## src/design/emw_window_defs.svh

```systemverilog
// Purpose: Constants for the host memory window block.
// Assumes: One clock; host byte accesses and memory answers are on that clock.
// Notes:   Offsets are host byte-register offsets inside the window block.
// Behaviour
// - Four data bytes form one aligned dword
// - Two address bytes form one 15-bit address
// - Protected write updates data register, not memory
// - No-access read: no fetch, data untouched
// - Out-of-bounds auto-increment: reads advance, writes don't
// - Auto-increment mode is 32-bit plus advance
// - 32-bit read of byte 0 fetches dword
// - 32-bit write of byte 3 stores dword
// - 16-bit reads of bytes 0/2 fetch halfwords
// - 16-bit writes of bytes 1/3 store halfwords
// - 8-bit read fetches the matching byte
// - 8-bit write stores byte and data register
// - Address low bits zero; size in low bits
// - Window select picks one of two bases
`ifndef EMW_WINDOW_DEFS_SVH
`define EMW_WINDOW_DEFS_SVH

`define EMW_OFS_ADDR_LO   4'h2
`define EMW_OFS_ADDR_HI   4'h3
`define EMW_OFS_DATA_HI   2'h1
`define EMW_SIZE_LSB      0
`define EMW_SIZE_MSB      1
`define EMW_ADDR_LO_LSB   2
`define EMW_REGION_BIT    7
`define EMW_SIZE_8        2'h0
`define EMW_SIZE_16       2'h1
`define EMW_SIZE_32       2'h2
`define EMW_SIZE_AUTO     2'h3
`define EMW_RST_ADDR      13'h0000
`define EMW_RST_SIZE      2'h0
`define EMW_RST_BYTE      8'h00
`define EMW_HALF_STEP     15'h0002

`endif

```

## src/design/emw_pkg.sv

```systemverilog
// Purpose: Types for the host memory window block.
// Assumes: Constants come from emw_window_defs.svh.
// Notes:   One-hot state codes are written out.
package emw_pkg;

    typedef enum logic [1:0] {
        EMW_IDLE = 2'b01,
        EMW_MEM  = 2'b10
    } emw_state_e;

    typedef logic [7:0] emw_byte_t;

endpackage

```

## src/design/emw_window.sv

```systemverilog
// Purpose: Host byte window onto a 32-bit internal memory, with size modes and auto-increment.
// Assumes: Host and memory logic share mclk_i; one host byte access at a time.
// Notes:   Read data returns through a two-entry buffer; host_ready_o drops while it is full.
`timescale 1ns/10ps
`include "emw_window_defs.svh"

module emw_window #(
    parameter int ADDR_W    = 15,
    parameter int BUF_DEPTH = 2
) (
    input  wire logic                mclk_i,
    input  wire logic                srst_i,
    input  wire logic                host_valid_i,
    input  wire logic                host_write_i,
    input  wire logic [3:0]          host_offset_i,
    input  wire logic [7:0]          host_wdata_i,
    output logic                     host_ready_o,
    output logic                     rsp_valid_o,
    output logic [7:0]               rsp_data_o,
    input  wire logic                rsp_ready_i,
    input  wire logic [31:0]         base0_i,
    input  wire logic [31:0]         base1_i,
    input  wire logic [ADDR_W-1:0]   rd_limit0_i,
    input  wire logic [ADDR_W-1:0]   wr_limit0_i,
    input  wire logic [ADDR_W-1:0]   rd_limit1_i,
    input  wire logic [ADDR_W-1:0]   wr_limit1_i,
    output logic                     mem_req_o,
    output logic                     mem_write_o,
    output logic [31:0]              mem_addr_o,
    output logic [3:0]               mem_be_o,
    output logic [31:0]              mem_wdata_o,
    input  wire logic                mem_ack_i,
    input  wire logic [31:0]         mem_rdata_i,
    output logic [ADDR_W-1:0]        window_word_address_o,
    output logic                     region_o,
    output logic [1:0]               size_o,
    output logic                     blocked_o
);

    // Address split and buffer control are written for these sizes only
    if (ADDR_W != 15 || BUF_DEPTH != 2) begin : g_chk
        $error("emw_window supports only ADDR_W=15 and BUF_DEPTH=2");
    end

    localparam int DW_W = ADDR_W - 2;

    emw_pkg::emw_state_e state;
    emw_pkg::emw_state_e next_state;
    emw_pkg::emw_byte_t  data_q [4];
    emw_pkg::emw_byte_t  skid;
    emw_pkg::emw_byte_t  pdata;
    logic [DW_W-1:0]     dword;
    logic [1:0]          size;
    logic                region;
    logic [1:0]          lane;
    logic                skid_valid;
    logic                next_skid_valid;
    logic                acc;
    logic                is_data;
    logic [1:0]          k;
    logic [ADDR_W-1:0]   offs;
    logic                rd_ok;
    logic                wr_ok;
    logic                want_mem;
    logic                go_mem;
    logic                push;
    logic                pop;
    logic                adv;
    logic [31:0]         merged;

    // Lanes that one host byte access moves to or from memory
    function automatic logic [3:0] lane_mask(input logic [1:0] sz, input logic [1:0] kb);
        logic [3:0] m;
        m = 4'hf;
        if (sz == `EMW_SIZE_8) begin
            m = 4'h1 << kb;
        end else if (sz == `EMW_SIZE_16) begin
            m = kb[1] ? 4'hc : 4'h3;
        end
        return m;
    endfunction

    // Whether the byte touched triggers a memory access
    function automatic logic needs_mem(input logic wr, input logic [1:0] sz,
                                       input logic [1:0] kb);
        logic n;
        n = 1'b0;
        case (sz)
            `EMW_SIZE_8: begin
                n = 1'b1;
            end
            `EMW_SIZE_16: begin
                n = wr ? kb[0] : ~kb[0];
            end
            default: begin
                n = wr ? (kb == 2'h3) : (kb == 2'h0);
            end
        endcase
        return n;
    endfunction

    // One byte lane of a dword
    function automatic emw_pkg::emw_byte_t lane_byte(input logic [31:0] w,
                                                     input logic [1:0]  i);
        return w[i*8 +: 8];
    endfunction

    // Offset against the limit of the selected region; equal to the limit is outside
    function automatic logic below_limit(input logic              rg,
                                         input logic [ADDR_W-1:0] ofs,
                                         input logic [ADDR_W-1:0] lim0,
                                         input logic [ADDR_W-1:0] lim1);
        return rg ? (ofs < lim1) : (ofs < lim0);
    endfunction

    assign acc     = host_valid_i & host_ready_o;
    assign is_data = (host_offset_i[3:2] == `EMW_OFS_DATA_HI);
    assign k       = host_offset_i[1:0];
    assign pop     = rsp_valid_o & rsp_ready_i;

    // Byte offset of the access; the upper halfword sits two bytes on
    always_comb begin
        offs = {dword, 2'b00};
        if (size == `EMW_SIZE_16 && k[1]) begin
            offs = offs + `EMW_HALF_STEP;
        end
    end

    // Region permission, checked per direction
    assign rd_ok = below_limit(region, offs, rd_limit0_i, rd_limit1_i);
    assign wr_ok = below_limit(region, offs, wr_limit0_i, wr_limit1_i);

    assign want_mem = acc & is_data & needs_mem(host_write_i, size, k);
    assign go_mem   = want_mem & (host_write_i ? wr_ok : rd_ok);
    // Out-of-bounds reads of byte 3 still advance; writes only when writable
    assign adv      = acc & is_data & (size == `EMW_SIZE_AUTO) & (k == 2'h3)
                      & (~host_write_i | wr_ok);

    // Fetched lanes merged over the stored data register
    always_comb begin
        for (int i = 0; i < 4; i++) begin
            merged[i*8 +: 8] = mem_be_o[i] ? lane_byte(mem_rdata_i, 2'(i)) : data_q[i];
        end
    end

    always_comb begin
        next_state = state;
        push       = 1'b0;
        pdata      = `EMW_RST_BYTE;
        case (state)
            emw_pkg::EMW_IDLE: begin
                if (go_mem) begin
                    next_state = emw_pkg::EMW_MEM;
                end else if (acc && !host_write_i) begin
                    push = 1'b1;
                    if (is_data) begin
                        pdata = data_q[k];
                    end else if (host_offset_i == `EMW_OFS_ADDR_LO) begin
                        pdata = {dword[5:0], size};
                    end else if (host_offset_i == `EMW_OFS_ADDR_HI) begin
                        pdata = {region, dword[DW_W-1:6]};
                    end
                end
            end
            emw_pkg::EMW_MEM: begin
                if (mem_ack_i) begin
                    next_state = emw_pkg::EMW_IDLE;
                    push       = ~mem_write_o;
                    pdata      = lane_byte(merged, lane);
                end
            end
            default: begin
                next_state = emw_pkg::EMW_IDLE;
            end
        endcase
    end

    always_ff @(posedge mclk_i) begin
        if (srst_i) begin
            state <= emw_pkg::EMW_IDLE;
        end else begin
            state <= next_state;
        end
    end

    // Address, size and window select registers
    always_ff @(posedge mclk_i) begin
        if (srst_i) begin
            dword  <= `EMW_RST_ADDR;
            size   <= `EMW_RST_SIZE;
            region <= 1'b0;
        // Carry out of the top bit is dropped: the address wraps in its window
        end else if (adv) begin
            dword <= dword + 13'h0001;
        end else if (acc && host_write_i && host_offset_i == `EMW_OFS_ADDR_LO) begin
            dword[5:0] <= host_wdata_i[7:`EMW_ADDR_LO_LSB];
            size       <= host_wdata_i[`EMW_SIZE_MSB:`EMW_SIZE_LSB];
        end else if (acc && host_write_i && host_offset_i == `EMW_OFS_ADDR_HI) begin
            dword[DW_W-1:6] <= host_wdata_i[6:0];
            region          <= host_wdata_i[`EMW_REGION_BIT];
        end
    end

    // Data register: host writes always land; fetches fill only their lanes
    always_ff @(posedge mclk_i) begin
        if (srst_i) begin
            for (int i = 0; i < 4; i++) begin
                data_q[i] <= `EMW_RST_BYTE;
            end
        end else if (acc && host_write_i && is_data) begin
            data_q[k] <= host_wdata_i;
        end else if (state == emw_pkg::EMW_MEM && mem_ack_i && !mem_write_o) begin
            for (int i = 0; i < 4; i++) begin
                data_q[i] <= merged[i*8 +: 8];
            end
        end
    end

    // Memory request, held until acknowledged
    always_ff @(posedge mclk_i) begin
        if (srst_i) begin
            mem_req_o   <= 1'b0;
            mem_write_o <= 1'b0;
            mem_addr_o  <= 32'h0000_0000;
            mem_be_o    <= 4'h0;
            mem_wdata_o <= 32'h0000_0000;
            lane        <= 2'h0;
        end else if (go_mem) begin
            mem_req_o   <= 1'b1;
            mem_write_o <= host_write_i;
            // Dword-aligned: lanes select bytes, never the low address bits
            mem_addr_o  <= (region ? base1_i : base0_i)
                           + {{(32-ADDR_W){1'b0}}, dword, 2'b00};
            mem_be_o    <= lane_mask(size, k);
            lane        <= k;
            for (int i = 0; i < 4; i++) begin
                mem_wdata_o[i*8 +: 8] <= (i == int'(k)) ? host_wdata_i : data_q[i];
            end
        end else if (mem_ack_i) begin
            mem_req_o <= 1'b0;
        end
    end

    // Pulse when a data access that would reach memory is suppressed
    always_ff @(posedge mclk_i) begin
        if (srst_i) begin
            blocked_o <= 1'b0;
        end else begin
            blocked_o <= want_mem & ~go_mem;
        end
    end

    // Skid entry keeps ready registered, at the cost of one more byte of storage
    // Two-entry return buffer: head register plus one skid entry
    always_comb begin
        next_skid_valid = skid_valid;
        if (pop || !rsp_valid_o) begin
            next_skid_valid = skid_valid & push;
        end else if (push) begin
            next_skid_valid = 1'b1;
        end
    end

    always_ff @(posedge mclk_i) begin
        if (srst_i) begin
            rsp_valid_o <= 1'b0;
            rsp_data_o  <= `EMW_RST_BYTE;
            skid        <= `EMW_RST_BYTE;
            skid_valid  <= 1'b0;
        end else begin
            skid_valid <= next_skid_valid;
            if (pop || !rsp_valid_o) begin
                if (skid_valid) begin
                    rsp_data_o  <= skid;
                    rsp_valid_o <= 1'b1;
                    skid        <= pdata;
                end else begin
                    rsp_data_o  <= pdata;
                    rsp_valid_o <= push;
                end
            end else if (push) begin
                skid <= pdata;
            end
        end
    end

    // A stalled receiver stops new host accesses, so no read byte is lost
    always_ff @(posedge mclk_i) begin
        if (srst_i) begin
            host_ready_o <= 1'b0;
        end else begin
            host_ready_o <= (next_state == emw_pkg::EMW_IDLE) & ~next_skid_valid & ~acc;
        end
    end

    always_ff @(posedge mclk_i) begin
        if (srst_i) begin
            window_word_address_o <= '0;
            region_o              <= 1'b0;
            size_o                <= `EMW_RST_SIZE;
        end else begin
            window_word_address_o <= {dword, 2'b00};
            region_o              <= region;
            size_o                <= size;
        end
    end

endmodule

```

## config.mk

```make
export PLATFORM = sky130hd
export DESIGN_NAME = emw_window
export DESIGN_NICKNAME = d
export VERILOG_FILES = /design/src/design/emw_pkg.sv /design/src/design/emw_window.sv
export VERILOG_INCLUDE_DIRS = /design/src /design/src/design
export SDC_FILE = /design/constraint.sdc
export NUM_CORES = 1
export LEC_CHECK = 0
export BUFFER_PORTS_ARGS = -buffer_cell sky130_fd_sc_hd__buf_4
export CAP_MARGIN = 20
export CORE_MARGIN = 5
export CORE_UTILIZATION = 35
export DETAILED_ROUTE_END_ITERATION = 10
export HOLD_SLACK_MARGIN = 0.1
export PLACE_DENSITY_LB_ADDON = 0.12
export SLEW_MARGIN = 20
export SYNTH_ARGS = -nofsm -noshare
export SYNTH_HDL_FRONTEND = slang
export SYNTH_SLANG_ARGS = --single-unit
```

## constraint.sdc

```tcl
create_clock -name mclk_i -period 4.32 [get_ports mclk_i]
set_clock_uncertainty 0.05 [all_clocks]
set_input_delay 0.432 -clock mclk_i [delete_from_list [all_inputs] [get_ports mclk_i]]
set_output_delay 0.432 -clock mclk_i [all_outputs]
set_load 0.02 [all_outputs]
```

==> summary.md <==
| Metric | Value |
|---|---|
| Run status | finished, final reports clean |
| Clock tree from TritonCTS | done |
| Fraction of the yosys area taken by sequential cells | 33.4% |
| Routed Antenna Nets | 0 |
| Detailed-routing iteration count for the pre-antenna-repair pass | 5 |
| Endpoint type of the worst setup path | flop |
| Number of antenna violations at the first check in global routing | 0 |
| Global-route wire length before repair | between 50 and 60 mm |
| Number of core rows | 63 |
| Headroom to the max-slew limit | between 30% and 40% |
| Number of sinks handled by clock tree synthesis | 158 |
| Y dimension of the die | between 150 and 200 µm |
| Async set or reset register ratio after synthesis | 0% |
| Number of flip-flops and latches in the synthesized netlist | 158 |
| DR top layer | met4 |
| Final instance count without filler cells | 1,859 |
| Final Worst Setup Slack | 0.853 ns |
| Startpoint kind of the worst setup timing path | flop |
| Met3 wire length | 3.09 mm |
| Dominant cell type by area after synthesis | sky130_fd_sc_hd__dfxtp_1 |
| Number of max-slew violations in the final report | 0 |
| Number of H-tree branching levels | 4 |
| Warnings from Yosys | 0 |
| Post-detailed-route DRC marker count | 0 |
| Distinct cells, synth | just under 80 |
| Syn Area/Cell | approximately 8.5 µm² |
| Worst ir drop on vdd | 0.000240 V |
| Start-to-end type of the worst setup path | flop to flop |
| Met2 routed WL | 17.7 mm |
| Routed len/inst | just over 20 µm |
| Setup violation total in the final timing report | 0 |
| Cells resized by post-CTS repair | 0 |
| Fraction of layout cells with a size suffix above 1 | between 20% and 30% |
| Max Freq | 288 MHz |
| Reg clk slew, reported paths | 0.06 ns |
| Final weighted congestion of routability-driven global placement | 0.881 |
| Final Power | 4.03 mW |
| Wl on met1 | 17.0 mm |
| Number of buffers inserted by post-CTS setup repair | 0 |
| Max Fanout on Critical Path | 46 |
| Clock tree buffer depth | 2 |
| TritonCTS buffer count | 17 |
| Core region area | 29,500 µm² |
| Primary FF master, synth | sky130_fd_sc_hd__dfxtp_1 |
| Number of hold-slack violations in the final timing report | 0 |
| Combinational share of power | 18.4% |
| Post-DP HPWL | between 20 and 30 mm |
| Global Route Usage Sum | 22.4% |
| Post-placement worst setup slack | 0.542 ns |
| Area Overhead vs Synth | 28.3% |
| DIE AREA | 33,300 µm² |
| Placed inst area | about 13,000 µm² |
| Area of all placed cells without fillers | roughly 13,000 µm² |
| Sequential fraction of design power | 40.7% |
| Kind of path behind the tightest hold check | primary input to flop |
| I/O pin cnt | about 270 |
| Proportion of power drawn by the clock network | 40.9% |
| Placed Cells | 1,826 |
| Number of vias per cell after detailed routing | 5.39 |
| Maxcap violations | 0 |
| Clock latency of the later-clocked register in the worst-skew pair | approximately 0.43 ns |
| Final setup TNS | 0 ns |
| RSZ-0062 raised after global routing | false |
| Initial cell density of the core | 35.3% |
| Count of flip-flops with a built-in enable after synthesis | 32 |
| Hold bufs inserted after CTS | 0 |
| Number of nets in the layout | around 1,700 |
| Number of global-route vias before repair | 9,909 |
| Leakage power total | 5.54 nW |
| Slew at the pin closest to its max-slew limit | between 1 and 1.5 ns |
| Number of vias after detailed routing | between 10,000 and 15,000 |
| Power dissipated by switching net loads | 1.14 mW |
| Cell types with the highest counts after synthesis | sky130_fd_sc_hd__nand2_1 (146), sky130_fd_sc_hd__dfxtp_1 (126), sky130_fd_sc_hd__nor2_1 (98) |
| Most numerous cell in the Yosys netlist | sky130_fd_sc_hd__nand2_1 |
| Arrival time of data at the critical path endpoint | 3.75 ns |
| Part of the cycle the worst path needs | 80.3% |
| Total congestion overflow | 0 |
| Data required time of the critical path | roughly 4.6 ns |
| CTS Root Cell | sky130_fd_sc_hd__clkbuf_16 |
| Utilization after layout | between 40% and 50% |
| DRC marker count from the first detailed-route iteration | 695 |
| Hold Slack | 0.293 ns |
| Gate count of the mapped netlist | 1,228 |
| Power density over the cells | ~300 nW/µm² |
| Maximum number of pins on one net before global-route repair | 86 |
| Area share of the largest cell type after synthesis | 24.2% |
| Number of buffers added on ports | between 200 and 300 |
| Design internal power | 2.88 mW |
| Synthesized cell area | roughly 10,000 µm² |
| Switching portion of total power | 28.4% |
| Final WL | 38.6 mm |
| Cell types with the largest area share after synthesis | sky130_fd_sc_hd__dfxtp_1 (24%), sky130_fd_sc_hd__edfxtp_1 (9.2%), sky130_fd_sc_hd__ha_1 (8.6%) |
| Die Width | 183 µm |
| Final period demand of the worst path | around 3.5 ns |
[critical path, cell delays in order (launching register included)]
cell and delay, ns:
sky130_fd_sc_hd__dfxtp_1 0.45, sky130_fd_sc_hd__and2_1 0.20, sky130_fd_sc_hd__nor2b_1 0.41, sky130_fd_sc_hd__ha_1 0.32, sky130_fd_sc_hd__nand3b_1 0.08, sky130_fd_sc_hd__a21oi_1 0.06, sky130_fd_sc_hd__a211oi_1 0.30, sky130_fd_sc_hd__o2bb2ai_1 0.15
sky130_fd_sc_hd__o22ai_2 0.35, sky130_fd_sc_hd__and2_4 0.41, sky130_fd_sc_hd__buf_12 0.25, sky130_fd_sc_hd__nor2_1 0.06, sky130_fd_sc_hd__a311oi_1 0.24
[routing by layer]
metal  vias up  track usage [%]
met1      4717             30.5
met5         -                0
met2       374             35.7
met4         0             5.94
li1       4888                -
met3        42             5.56
[cell families (layout without fill, tap and decap cells)]
group / Yosys count / after routing / share of synthesized area [%]
buf+inv: 172 / 411 / 6.93
mux: 94 / 94 / 10.3
other cells: 1 / 3 / 0.0360
fa+ha+maj: 73 / 73 / 8.84
simple gates: 395 / 395 / 18.0
flops: 158 / 158 / 33.4
xor+xnor: 17 / 17 / 1.43
compound gates: 318 / 318 / 21.0
[state kept, by name, indices dropped and copies added, names as in the netlist]
| register | cells |
|---|---|
| blocked_o | 1 |
| data_q | 32 |
| dword | 13 |
| host_ready_o | 1 |
| lane | 2 |
| mem_addr_o | 32 |
| mem_be_o | 4 |
| mem_req_o | 1 |
| mem_wdata_o | 32 |
| mem_write_o | 1 |
| region | 1 |
| region_o | 1 |
| rsp_data_o | 8 |
| rsp_valid_o | 1 |
| size | 2 |
| size_o | 2 |
| skid | 8 |
| skid_valid | 1 |
| state | 2 |
| window_word_address_o | 13 |
[worst paths after layout]
kind | startpoint | endpoint | slack (ns) | depth (start not counted)
max reg2reg | size[0] | mem_wdata_o[20] | 0.85 | 12
min reg2reg | mem_addr_o[10] | mem_addr_o[10] | 0.41 | 2
min | host_write_i | mem_write_o | 0.29 | 3
max | size[0] | mem_wdata_o[20] | 0.85 | 12
[power by group through the flow]
stage | combinational (mW) | sequential [mW] | clock (mW)
after CTS | 0.744 | 1.64 | 1.66
after global placement | 0.737 | 1.67 | 0
after global routing | 0.808 | 1.65 | 1.73
after floorplan | 0.374 | 1.69 | 0
final | 0.742 | 1.64 | 1.65
after detailed placement | 0.741 | 1.67 | 0
[cell usage in the layout, fill, tap and decap left out, types with 6 or more instances in the layout]
| cell type | n |
|---|---|
| sky130_fd_sc_hd__ha_1 | 72 |
| sky130_fd_sc_hd__a21oi_1 | 73 |
| sky130_fd_sc_hd__nand3b_1 | 12 |
| sky130_fd_sc_hd__nand2_1 | 145 |
| sky130_fd_sc_hd__and3_1 | 12 |
| sky130_fd_sc_hd__dfxtp_1 | 125 |
| sky130_fd_sc_hd__edfxtp_1 | 32 |
| sky130_fd_sc_hd__xnor2_1 | 15 |
| sky130_fd_sc_hd__clkbuf_16 | 17 |
| sky130_fd_sc_hd__mux2_2 | 24 |
| sky130_fd_sc_hd__mux2i_1 | 62 |
| sky130_fd_sc_hd__nand4_1 | 11 |
| sky130_fd_sc_hd__o31ai_1 | 6 |
| sky130_fd_sc_hd__a21o_1 | 6 |
| sky130_fd_sc_hd__o21ai_0 | 70 |
| sky130_fd_sc_hd__inv_1 | 87 |
| sky130_fd_sc_hd__a22o_1 | 13 |
| sky130_fd_sc_hd__buf_4 | 290 |
| sky130_fd_sc_hd__a211oi_2 | 9 |
| sky130_fd_sc_hd__a31oi_1 | 15 |
| sky130_fd_sc_hd__nor2b_1 | 31 |
| sky130_fd_sc_hd__a22oi_1 | 10 |
| sky130_fd_sc_hd__a311oi_1 | 36 |
| sky130_fd_sc_hd__a32oi_1 | 7 |
| sky130_fd_sc_hd__nor3_1 | 20 |
| sky130_fd_sc_hd__a211oi_1 | 31 |
| sky130_fd_sc_hd__mux4_2 | 8 |
| sky130_fd_sc_hd__nand3_1 | 21 |
| sky130_fd_sc_hd__nor2_1 | 98 |
| sky130_fd_sc_hd__o41ai_1 | 8 |
| sky130_fd_sc_hd__nand2b_1 | 14 |
[layout make-up]
| cell class | count | area [µm²] |
|---|---|---|
| clock buffers | 19 | 443 |
| fillers | 3019 | 16100 |
| inverters | 87 | 327 |
| well taps | 390 | 488 |
| flip-flops and latches | 158 | 3480 |
| diodes | 1 | 2.50 |
| clock inverters | 13 | 183 |
| repair buffers | 292 | 2220 |
| multi-input cells | 899 | 6230 |
Note: power is estimated with default switching activity, not from simulation.
